<file path="src/include/iovg_pkg.sv">
// Constants shared by the I/O violation guard
package iovg_pkg;

    // ------------------------------------------------------------
    // Register map (word offsets as byte addresses)
    // ------------------------------------------------------------
    localparam logic [7:0]  ADDR_STATUS  = 8'h00;
    localparam logic [7:0]  ADDR_MASK    = 8'h04;
    localparam logic [7:0]  ADDR_CONTROL = 8'h08;
    localparam logic [7:0]  ADDR_STATE   = 8'h0c;
    localparam logic [7:0]  ADDR_TRAP    = 8'h10;

    // ------------------------------------------------------------
    // Field positions
    // ------------------------------------------------------------
    localparam int unsigned EVT_VIOLATION   = 0;
    localparam int unsigned EVT_PROTECT_OFF = 1;
    localparam int unsigned EVT_WIDTH       = 2;

    localparam int unsigned CTL_PROTECT_ON  = 0;
    localparam int unsigned CTL_CLR_VIOL    = 1;

    localparam int unsigned ST_PROTECT_OFF  = 0;
    localparam int unsigned ST_VIOLATION    = 1;
    localparam int unsigned ST_LATCH        = 2;
    localparam int unsigned ST_ACTIVE       = 3;
    localparam int unsigned ST_WINDOW       = 4;
    localparam int unsigned ST_THIRD_PHASE  = 5;
    localparam int unsigned ST_TRAP_IOG     = 6;
    localparam int unsigned ST_TRAP_HALT    = 7;

    // I/O time slots, one-hot T1..T6
    localparam int unsigned SLOT_T1 = 0;
    localparam int unsigned SLOT_T3 = 2;
    localparam int unsigned SLOT_T4 = 3;
    localparam int unsigned SLOT_T5 = 4;
    localparam int unsigned SLOT_T6 = 5;

    // Instruction word fields
    localparam int unsigned IW_TOP      = 15;
    localparam int unsigned IW_GRP_HI   = 14;
    localparam int unsigned IW_GRP_LO   = 12;
    localparam int unsigned IW_IO_BIT   = 10;
    localparam int unsigned IW_OP_HI    = 8;
    localparam int unsigned IW_OP_LO    = 6;
    localparam logic [2:0]  IW_GRP_IO   = 3'h0;
    localparam logic [2:0]  IW_OP_HALT  = 3'h0;

    // Select code that stays reachable under protection
    localparam logic [5:0]  SELECT_CODE_SWITCH = 6'h01;

    // ------------------------------------------------------------
    // Reset values
    // ------------------------------------------------------------
    localparam logic             RST_PROTECT_OFF = 1'b1;
    localparam logic [EVT_WIDTH-1:0] RST_MASK    = 2'h0;
    localparam logic [15:0]      RST_TRAP        = 16'h0000;

endpackage

</file>
<file path="src/hdl/iovg_io_violation_guard.sv">
// I/O violation guard of the memory protect unit
// What this block does
// - Microcode with strobe sets latch, T3..T6
// - Protection off: permit any I/O, T3..T6
// - Protection on: permit select code 01 only
// - Other codes blocked, violation set at T3
// - Interrupt fetch clears third-phase flop
// - Window from fetch end to phase+1 clock
// - Window, non-I/O trap: protection off T3
// - Window, non-halt I/O trap: protection stays
// - Window, halt trap: protection off T3
// - Trap word loaded at T4 of fetch
`timescale 1ns/1ps

module iovg_io_violation_guard
(
    input  wire logic        CLK,
    input  wire logic        RST_N,
    input  wire logic [5:0]  IO_TIME_SLOT,
    input  wire logic        IO_GROUP_MICROCODE,
    input  wire logic        PHASE_ENABLE_STROBE,
    input  wire logic [5:0]  SELECT_CODE,
    input  wire logic        INTERRUPT_FETCH_PHASE,
    input  wire logic        NORMAL_FETCH_PHASE,
    input  wire logic        THIRD_PHASE_SET,
    input  wire logic [15:0] TRAP_WORD,
    input  wire logic        VIOLATION_SERVICE_CLEAR,
    input  wire logic        PROTECT_ENABLE,
    input  wire logic [7:0]  REG_ADDR,
    input  wire logic [31:0] REG_WDATA,
    input  wire logic        REG_WR,
    input  wire logic        REG_RD,
    output logic [31:0]      REG_RDATA,
    output logic             IO_INSTRUCTION_PERMIT,
    output logic             IO_GROUP_ACTIVE,
    output logic             PROTECT_OFF_FLOP,
    output logic             PROTECT_VIOLATION_FLOP,
    output logic             THIRD_PHASE_STATUS_FLOP,
    output logic             IRQ
);

    // ------------------------------------------------------------
    // Declarations
    // ------------------------------------------------------------
    logic                                 io_group_latch_ff;
    logic                                 nxt_io_group_latch;
    logic                                 protect_off_ff;
    logic                                 nxt_protect_off;
    logic                                 violation_ff;
    logic                                 nxt_violation;
    logic                                 third_phase_ff;
    logic                                 nxt_third_phase;
    logic                                 window_ff;
    logic                                 nxt_window;
    logic                                 int_fetch_d_ff;
    logic [15:0]                          trap_ff;
    logic [15:0]                          nxt_trap;
    logic [iovg_pkg::EVT_WIDTH-1:0]       status_ff;
    logic [iovg_pkg::EVT_WIDTH-1:0]       nxt_status;
    logic [iovg_pkg::EVT_WIDTH-1:0]       mask_ff;
    logic [iovg_pkg::EVT_WIDTH-1:0]       nxt_mask;
    logic [31:0]                          rdata_ff;
    logic [31:0]                          nxt_rdata;

    wire logic        slot_t3;
    wire logic        slot_t4;
    wire logic        slot_t6;
    wire logic        slot_t3_to_t6;
    wire logic        latch_set;
    wire logic        io_active;
    wire logic        select_code_one_hit;
    wire logic        permit;
    wire logic        violation_hit;
    wire logic        fetch_falls;
    wire logic        fetch_rises;
    wire logic        trap_is_iog;
    wire logic        trap_is_halt;
    wire logic        trap_turns_off;
    wire logic        off_event;
    wire logic        wr_mask;
    wire logic        wr_control;
    wire logic        rd_status;
    wire logic        ctl_protect_on;
    wire logic        ctl_clr_viol;
    wire logic        protect_on_req;
    wire logic        viol_clear_req;
    wire logic [iovg_pkg::EVT_WIDTH-1:0] events;
    wire logic [31:0] state_word;
    wire logic [31:0] rd_mux;
    wire logic        irq_pending;

    // ------------------------------------------------------------
    // Slot decode
    // ------------------------------------------------------------
    assign slot_t3 = IO_TIME_SLOT[iovg_pkg::SLOT_T3];
    assign slot_t4 = IO_TIME_SLOT[iovg_pkg::SLOT_T4];
    assign slot_t6 = IO_TIME_SLOT[iovg_pkg::SLOT_T6];
    assign slot_t3_to_t6 = |IO_TIME_SLOT[iovg_pkg::SLOT_T6:
                                         iovg_pkg::SLOT_T3];

    // ------------------------------------------------------------
    // I/O group latch
    // ------------------------------------------------------------
    assign latch_set = IO_GROUP_MICROCODE & PHASE_ENABLE_STROBE;

    // Set wins over the end-of-T6 clear for back-to-back instructions
    assign nxt_io_group_latch = latch_set ? 1'b1 :
                                (slot_t6 ? 1'b0 : io_group_latch_ff);

    // Gated by slot so the decoder only sees T3 through T6
    assign io_active = io_group_latch_ff & slot_t3_to_t6;

    // ------------------------------------------------------------
    // Permit and violation
    // ------------------------------------------------------------
    assign select_code_one_hit =
        (SELECT_CODE == iovg_pkg::SELECT_CODE_SWITCH);

    // Cards rely on this gate alone to ignore blocked I/O
    assign permit = io_active &
                    (protect_off_ff | select_code_one_hit);

    assign violation_hit = io_active & slot_t3 & ~protect_off_ff &
                           ~select_code_one_hit;

    assign viol_clear_req = VIOLATION_SERVICE_CLEAR | ctl_clr_viol;

    // Hardware set wins over a same-cycle service clear
    assign nxt_violation = violation_hit ? 1'b1 :
                           (viol_clear_req ? 1'b0 : violation_ff);

    // ------------------------------------------------------------
    // Phase tracking and post-interrupt window
    // ------------------------------------------------------------
    assign fetch_rises = INTERRUPT_FETCH_PHASE & ~int_fetch_d_ff;
    assign fetch_falls = ~INTERRUPT_FETCH_PHASE & int_fetch_d_ff;

    assign nxt_third_phase = fetch_rises ? 1'b0 :
                             (THIRD_PHASE_SET ? 1'b1 :
                              third_phase_ff);

    // Open at fetch end, close one clock after normal fetch starts
    assign nxt_window = fetch_falls ? 1'b1 :
                        (NORMAL_FETCH_PHASE ? 1'b0 : window_ff);

    assign nxt_trap = (INTERRUPT_FETCH_PHASE & slot_t4) ?
                      TRAP_WORD : trap_ff;

    // ------------------------------------------------------------
    // Trap classification and protect-off decision
    // ------------------------------------------------------------
    assign trap_is_iog =
        trap_ff[iovg_pkg::IW_TOP] &
        (trap_ff[iovg_pkg::IW_GRP_HI:iovg_pkg::IW_GRP_LO] ==
         iovg_pkg::IW_GRP_IO) &
        trap_ff[iovg_pkg::IW_IO_BIT];

    assign trap_is_halt = trap_is_iog &
        (trap_ff[iovg_pkg::IW_OP_HI:iovg_pkg::IW_OP_LO] ==
         iovg_pkg::IW_OP_HALT);

    // Non-halt I/O in the trap cell keeps protection armed
    assign trap_turns_off = ~trap_is_iog | trap_is_halt;

    assign off_event = window_ff & slot_t3 & trap_turns_off;

    assign protect_on_req = PROTECT_ENABLE | ctl_protect_on;

    // Interrupt-driven disable wins over a same-cycle enable request
    assign nxt_protect_off = off_event ? 1'b1 :
                             (protect_on_req ? 1'b0 : protect_off_ff);

    // ------------------------------------------------------------
    // Register decode
    // ------------------------------------------------------------
    // Status writes are ignored; only a read clears it
    assign wr_mask    = REG_WR & (REG_ADDR == iovg_pkg::ADDR_MASK);
    assign wr_control = REG_WR & (REG_ADDR == iovg_pkg::ADDR_CONTROL);
    assign rd_status  = REG_RD & (REG_ADDR == iovg_pkg::ADDR_STATUS);

    assign ctl_protect_on = wr_control &
                            REG_WDATA[iovg_pkg::CTL_PROTECT_ON];
    assign ctl_clr_viol   = wr_control &
                            REG_WDATA[iovg_pkg::CTL_CLR_VIOL];

    assign events[iovg_pkg::EVT_VIOLATION]   = violation_hit;
    assign events[iovg_pkg::EVT_PROTECT_OFF] = off_event;

    // Status is read-to-clear; a new event in the read cycle survives
    assign nxt_status = events | (rd_status ? '0 : status_ff);

    assign nxt_mask = wr_mask ? REG_WDATA[iovg_pkg::EVT_WIDTH-1:0] :
                      mask_ff;

    // Debug view; bits above the flags read as zero
    assign state_word = {24'h000000,
                         trap_is_halt,
                         trap_is_iog,
                         third_phase_ff,
                         window_ff,
                         io_active,
                         io_group_latch_ff,
                         violation_ff,
                         protect_off_ff};

    assign rd_mux =
        (REG_ADDR == iovg_pkg::ADDR_STATUS)  ?
            {30'h00000000, status_ff} :
        (REG_ADDR == iovg_pkg::ADDR_MASK)    ?
            {30'h00000000, mask_ff} :
        (REG_ADDR == iovg_pkg::ADDR_CONTROL) ?
            {31'h00000000, ~protect_off_ff} :
        (REG_ADDR == iovg_pkg::ADDR_STATE)   ? state_word :
        (REG_ADDR == iovg_pkg::ADDR_TRAP)    ?
            {16'h0000, trap_ff} :
        32'h00000000;

    // Read data valid only in the cycle after the strobe
    assign nxt_rdata = REG_RD ? rd_mux : 32'h00000000;

    // ------------------------------------------------------------
    // Interrupt request
    // ------------------------------------------------------------
    // Level output, so software must read status or clear the mask to drop it
    assign irq_pending = |(status_ff & mask_ff);

    // ------------------------------------------------------------
    // Flip-flops
    // ------------------------------------------------------------
    always_ff @(posedge CLK or negedge RST_N)
    begin
        if (!RST_N)
        begin
            io_group_latch_ff <= 1'b0;
            protect_off_ff    <= iovg_pkg::RST_PROTECT_OFF;
            violation_ff      <= 1'b0;
            third_phase_ff    <= 1'b0;
            window_ff         <= 1'b0;
            int_fetch_d_ff    <= 1'b0;
            trap_ff           <= iovg_pkg::RST_TRAP;
        end
        else
        begin
            io_group_latch_ff <= nxt_io_group_latch;
            protect_off_ff    <= nxt_protect_off;
            violation_ff      <= nxt_violation;
            third_phase_ff    <= nxt_third_phase;
            window_ff         <= nxt_window;
            int_fetch_d_ff    <= INTERRUPT_FETCH_PHASE;
            trap_ff           <= nxt_trap;
        end
    end

    always_ff @(posedge CLK or negedge RST_N)
    begin
        if (!RST_N)
        begin
            status_ff <= '0;
            mask_ff   <= iovg_pkg::RST_MASK;
            rdata_ff  <= 32'h00000000;
        end
        else
        begin
            status_ff <= nxt_status;
            mask_ff   <= nxt_mask;
            rdata_ff  <= nxt_rdata;
        end
    end

    // ------------------------------------------------------------
    // Outputs
    // ------------------------------------------------------------
    assign REG_RDATA               = rdata_ff;
    assign IO_INSTRUCTION_PERMIT   = permit;
    assign IO_GROUP_ACTIVE         = io_active;
    assign PROTECT_OFF_FLOP        = protect_off_ff;
    assign PROTECT_VIOLATION_FLOP  = violation_ff;
    assign THIRD_PHASE_STATUS_FLOP = third_phase_ff;
    assign IRQ                     = irq_pending;

endmodule // iovg_io_violation_guard

</file>
<file path="config.mk">
export PLATFORM = sky130hd
export DESIGN_NAME = iovg_io_violation_guard
export DESIGN_NICKNAME = d
export VERILOG_FILES = /design/src/include/iovg_pkg.sv /design/src/hdl/iovg_io_violation_guard.sv
export SDC_FILE = /design/constraint.sdc
export NUM_CORES = 1
export LEC_CHECK = 0
export BUFFER_PORTS_ARGS = -buffer_cell sky130_fd_sc_hd__buf_2
export CAP_MARGIN = 20
export CORE_ASPECT_RATIO = 1.75
export CORE_MARGIN = 8
export CORE_UTILIZATION = 45
export DETAILED_ROUTE_END_ITERATION = 12
export PLACE_DENSITY = 0.92
export SYNTH_ARGS = -nofsm -noshare
export SYNTH_HDL_FRONTEND = slang
export SYNTH_SLANG_ARGS = --single-unit
export TNS_END_PERCENT = 20
</file>
<file path="constraint.sdc">
create_clock -name CLK -period 1.8 [get_ports CLK]
set_input_delay 0.18 -clock CLK [delete_from_list [all_inputs] [get_ports CLK]]
set_output_delay 0.18 -clock CLK [all_outputs]
set_load 0.02 [all_outputs]
</file>
==> impl_metrics.sql <==
INSERT INTO impl_metrics (metric_group, metric, value, unit) VALUES
('status', 'status', 'complete, no violations', ''),
('sta', 'finalHoldWorstSlack', '0.0409', 'ns'),
('job', 'max-cap-violations', '0', ''),
('power_and_ir_drop', 'cellLeakagePower', '1.24', 'nW'),
('drt', 'drc', '0', ''),
('cells_and_area', 'finish.net_count', '318', ''),
('grt', 'global_route.usage.total', '14.5', '%'),
('floorplanning', 'top_level_ports', '117', ''),
('drt', 'antenna_left', '0', ''),
('clocking', 'cts_tree', 'built', ''),
('logic_synthesis', 'syn-mean-instance-area', '11.9', 'um2'),
('sta', 'timing_worst_slew_pin_value', '0.525', 'ns'),
('floorplanning', 'core', '4110', 'um2'),
('sta', 'finalWorstSetupSlack', '0.282', 'ns'),
('logic_synthesis', 'ys_async_sr_fraction', '100', '%'),
('logic_synthesis', 'synth-warning-count', '0', ''),
('sta', 'maxSlewViolCount', '0', ''),
('floorplanning', 'die_width', '65.4', 'um'),
('sta', 'setup_violations', '0', ''),
('sta', 'maxSlewHeadroom', '65.0', '%'),
('sta', 'number_of_endpoints_with_negative_hold_slack_in_the_final_report', '0', ''),
('sta', 'final_worst_clock_skew', '0.00805', 'ns'),
('setup_path', 'crit_arrival', '1.34', 'ns'),
('logic_synthesis', 'synthTopCellsByArea', 'sky130_fd_sc_hd__dfrtp_1, sky130_fd_sc_hd__mux2_2, sky130_fd_sc_hd__buf_4, sky130_fd_sc_hd__and2_1, sky130_fd_sc_hd__a22oi_1', ''),
('placement', 'place_hpwl', '3860', 'um'),
('cells_and_area', 'post_route_cells_drive_above_1_share', '45.4', '%'),
('setup_path', 'worstSetupStartpoint', 'PROTECT_OFF_FLOP', ''),
('clocking', 'post_cts_resize_count', '0', ''),
('setup_path', 'timing.critical_path.to_type', 'primary output', ''),
('setup_path', 'largest_stage_delay_worst_path', '0.58', 'ns'),
('setup_path', 'startpoint_type', 'register', ''),
('power_and_ir_drop', 'worst_ir_drop_on_vdd', '958', 'uV'),
('power_and_ir_drop', 'combPwrFrac', '12.9', '%'),
('logic_synthesis', 'yosys.area.top_type_share', '53.4', '%'),
('logic_synthesis', 'synthDistinctLibCells', '39', ''),
('logic_synthesis', 'synthesis.area', '1920', 'um2'),
('drt', 'drtIter0Drc', '49', ''),
('logic_synthesis', 'yosys.area.top_type', 'sky130_fd_sc_hd__dfrtp_1', ''),
('clocking', 'buffers_inserted_by_post_cts_timing_repair', '0', ''),
('setup_path', 'reg2reg_from', 'trap_ff[14]', ''),
('setup_path', 'crit_chain', 'a31oi_1 > nor3_1 > buf_2', ''),
('sta', 'setup-tns-final', '0', 'ns'),
('logic_synthesis', 'sequential_to_total_area_share_from_yosys_stat', '54.7', '%'),
('cells_and_area', 'n_fill_cell', '369', ''),
('sta', 'maxClockFrequency', '0.659', 'GHz'),
('clocking', 'clock_tree.htree_level_count', '2', ''),
('clocking', 'cts.clk_slew.worst_paths', '0.08', 'ns'),
('clocking', 'clk_path_buf_depth', '2', ''),
('clocking', 'clk_root_buf', 'sky130_fd_sc_hd__clkbuf_8', ''),
('setup_path', 'setup.worst_path.class', 'reg -> out', ''),
('grt', 'grt_first_pass_wirelength', '7460', 'um'),
('placement', 'portBuffers', '68', ''),
('cells_and_area', 'multiInputGateArea', '766', 'um2'),
('clocking', 'clkSinkCount', '42', ''),
('floorplanning', 'fp.dieArea', '6700', 'um2'),
('sta', 'layout_min_cycle_time', '1.52', 'ns'),
('logic_synthesis', 'synth_edf_count', '0', ''),
('drt', 'detail_route.vias_per_cell', '5.09', ''),
('min_path', 'hold_path.startpoint', 'INTERRUPT_FETCH_PHASE', ''),
('placement', 'dp_slack', '0.101', 'ns'),
('clocking', 'post_cts_hold_fix_bufs', '1', ''),
('power_and_ir_drop', 'power.net_switching', '0.514', 'mW'),
('sta', 'post-route-period-util', '84.3', '%'),
('logic_synthesis', 'syn_inst_count', '161', ''),
('setup_path', 'critical_path_peak_fanout', '5', ''),
('cells_and_area', 'area_of_all_sequential_standard_cells', '1050', 'um2'),
('floorplanning', 'die_height', '102', 'um'),
('sta', 'rsz0062_at_grt', 'false', ''),
('placement', 'placer_s_final_routability_congestion_estimate', '0.813', ''),
('cells_and_area', 'post-route-util', '59.3', '%'),
('power_and_ir_drop', 'p_int', '1.73', 'mW');
==> cells by family after synthesis <==
logic type / synth area share [%]
AND/OR/NAND/NOR: 15.6
flip-flops: 54.7
buffers and inverters: 8.39
multiplexers: 11.6
other: 0.195
AO/OA/AOI/OAI: 9.50
==> final timing paths <==
kind                       cells past startpoint  slack (ns)                     to
setup reg to reg                               4        0.58           REG_RDATA[7]
hold reg to reg                                1        0.47           REG_RDATA[9]
setup / recovery                               3        0.28  IO_INSTRUCTION_PERMIT
hold / removal                                 1        0.04         int_fetch_d_ff
max in group asynchronous                      3        0.94       PROTECT_OFF_FLOP
min in group asynchronous                      3        0.48            trap_ff[11]
==> metrics by stage <==
step / cell area [um2] / std cells
after floorplan: 1980 / 176
after global placement: 2290 / 280
after detailed placement: 2290 / 280
after CTS: 2440 / 289
after global routing: 2440 / 289
final: 2440 / 289
==> power by group through the flow <==
stage / Sequential [mW] / Combinational [mW] / Clock [mW]
final: 1.06 / 0.290 / 0.895
after floorplan: 1.08 / 0.182 / 0
after global routing: 1.07 / 0.318 / 0.964
after detailed placement: 1.08 / 0.289 / 0
after global placement: 1.08 / 0.276 / 0
after CTS: 1.06 / 0.291 / 0.922
==> routing by layer <==
layer,global-route usage [%],wire length (um),vias to the layer above
li1,-,-,697
met4,10.5,197,0
met1,12.8,1470,691
met3,4.83,392,16
met2,26.3,2740,68
met5,0,0,-
==> layout by cell type (no fill, tap or decap), drive strengths merged, types with 3 or more instances in the layout <==
cell / instances
inv: 6
conb: 16
a21oi: 3
mux2: 18
buf: 74
nor4: 6
nor2: 10
nor3: 4
dfrtp: 41
nand2: 8
and2: 8
clkbuf: 6
a22oi: 6
==> cell type report <==
class,count,area share [%]
Clock inverter,2,2.46
Tap cell,49,2.51
Inverter,6,0.923
Sequential cell,42,43.1
Clock buffer,6,3.38
Timing Repair Buffer,75,16.2
Multi-Input combinational cell,109,31.4
==> Yosys cell counts, types with 2 or more instances <==
master                     count
sky130_fd_sc_hd__and3_1        2
sky130_fd_sc_hd__nand4_1       2
sky130_fd_sc_hd__nor3b_1       2
sky130_fd_sc_hd__a21oi_1       3
sky130_fd_sc_hd__nor3_1        3
sky130_fd_sc_hd__buf_4        16
sky130_fd_sc_hd__a21o_1        2
sky130_fd_sc_hd__a22oi_1       6
sky130_fd_sc_hd__inv_1         6
sky130_fd_sc_hd__mux2i_1       2
sky130_fd_sc_hd__nor2_1       10
sky130_fd_sc_hd__nand3_1       2
sky130_fd_sc_hd__mux2_2       18
sky130_fd_sc_hd__o21ai_0       2
sky130_fd_sc_hd__and2_1        8
sky130_fd_sc_hd__dfrtp_1      41
sky130_fd_sc_hd__nor4_1        4
sky130_fd_sc_hd__nand2_1       8
sky130_fd_sc_hd__a31o_2        2
sky130_fd_sc_hd__a22o_1        2
sky130_fd_sc_hd__clkbuf_1      2
==> state kept, by name (all words and copies together), names as in the netlist <==
register	cells
PROTECT_OFF_FLOP	1
PROTECT_VIOLATION_FLOP	1
REG_RDATA	16
THIRD_PHASE_STATUS_FLOP	1
int_fetch_d_ff	1
io_group_latch_ff	1
mask_ff	2
status_ff	2
trap_ff	16
window_ff	1
==> critical path, delay by kind of cell (launching register included) <==
family | cells | cell delay [ns]
buffers and inverters | 1 | 0.20
AND/OR/NAND/NOR | 1 | 0.19
AO/OA/AOI/OAI | 1 | 0.07
flip-flops | 1 | 0.58
(Power assumes the default switching activity.)
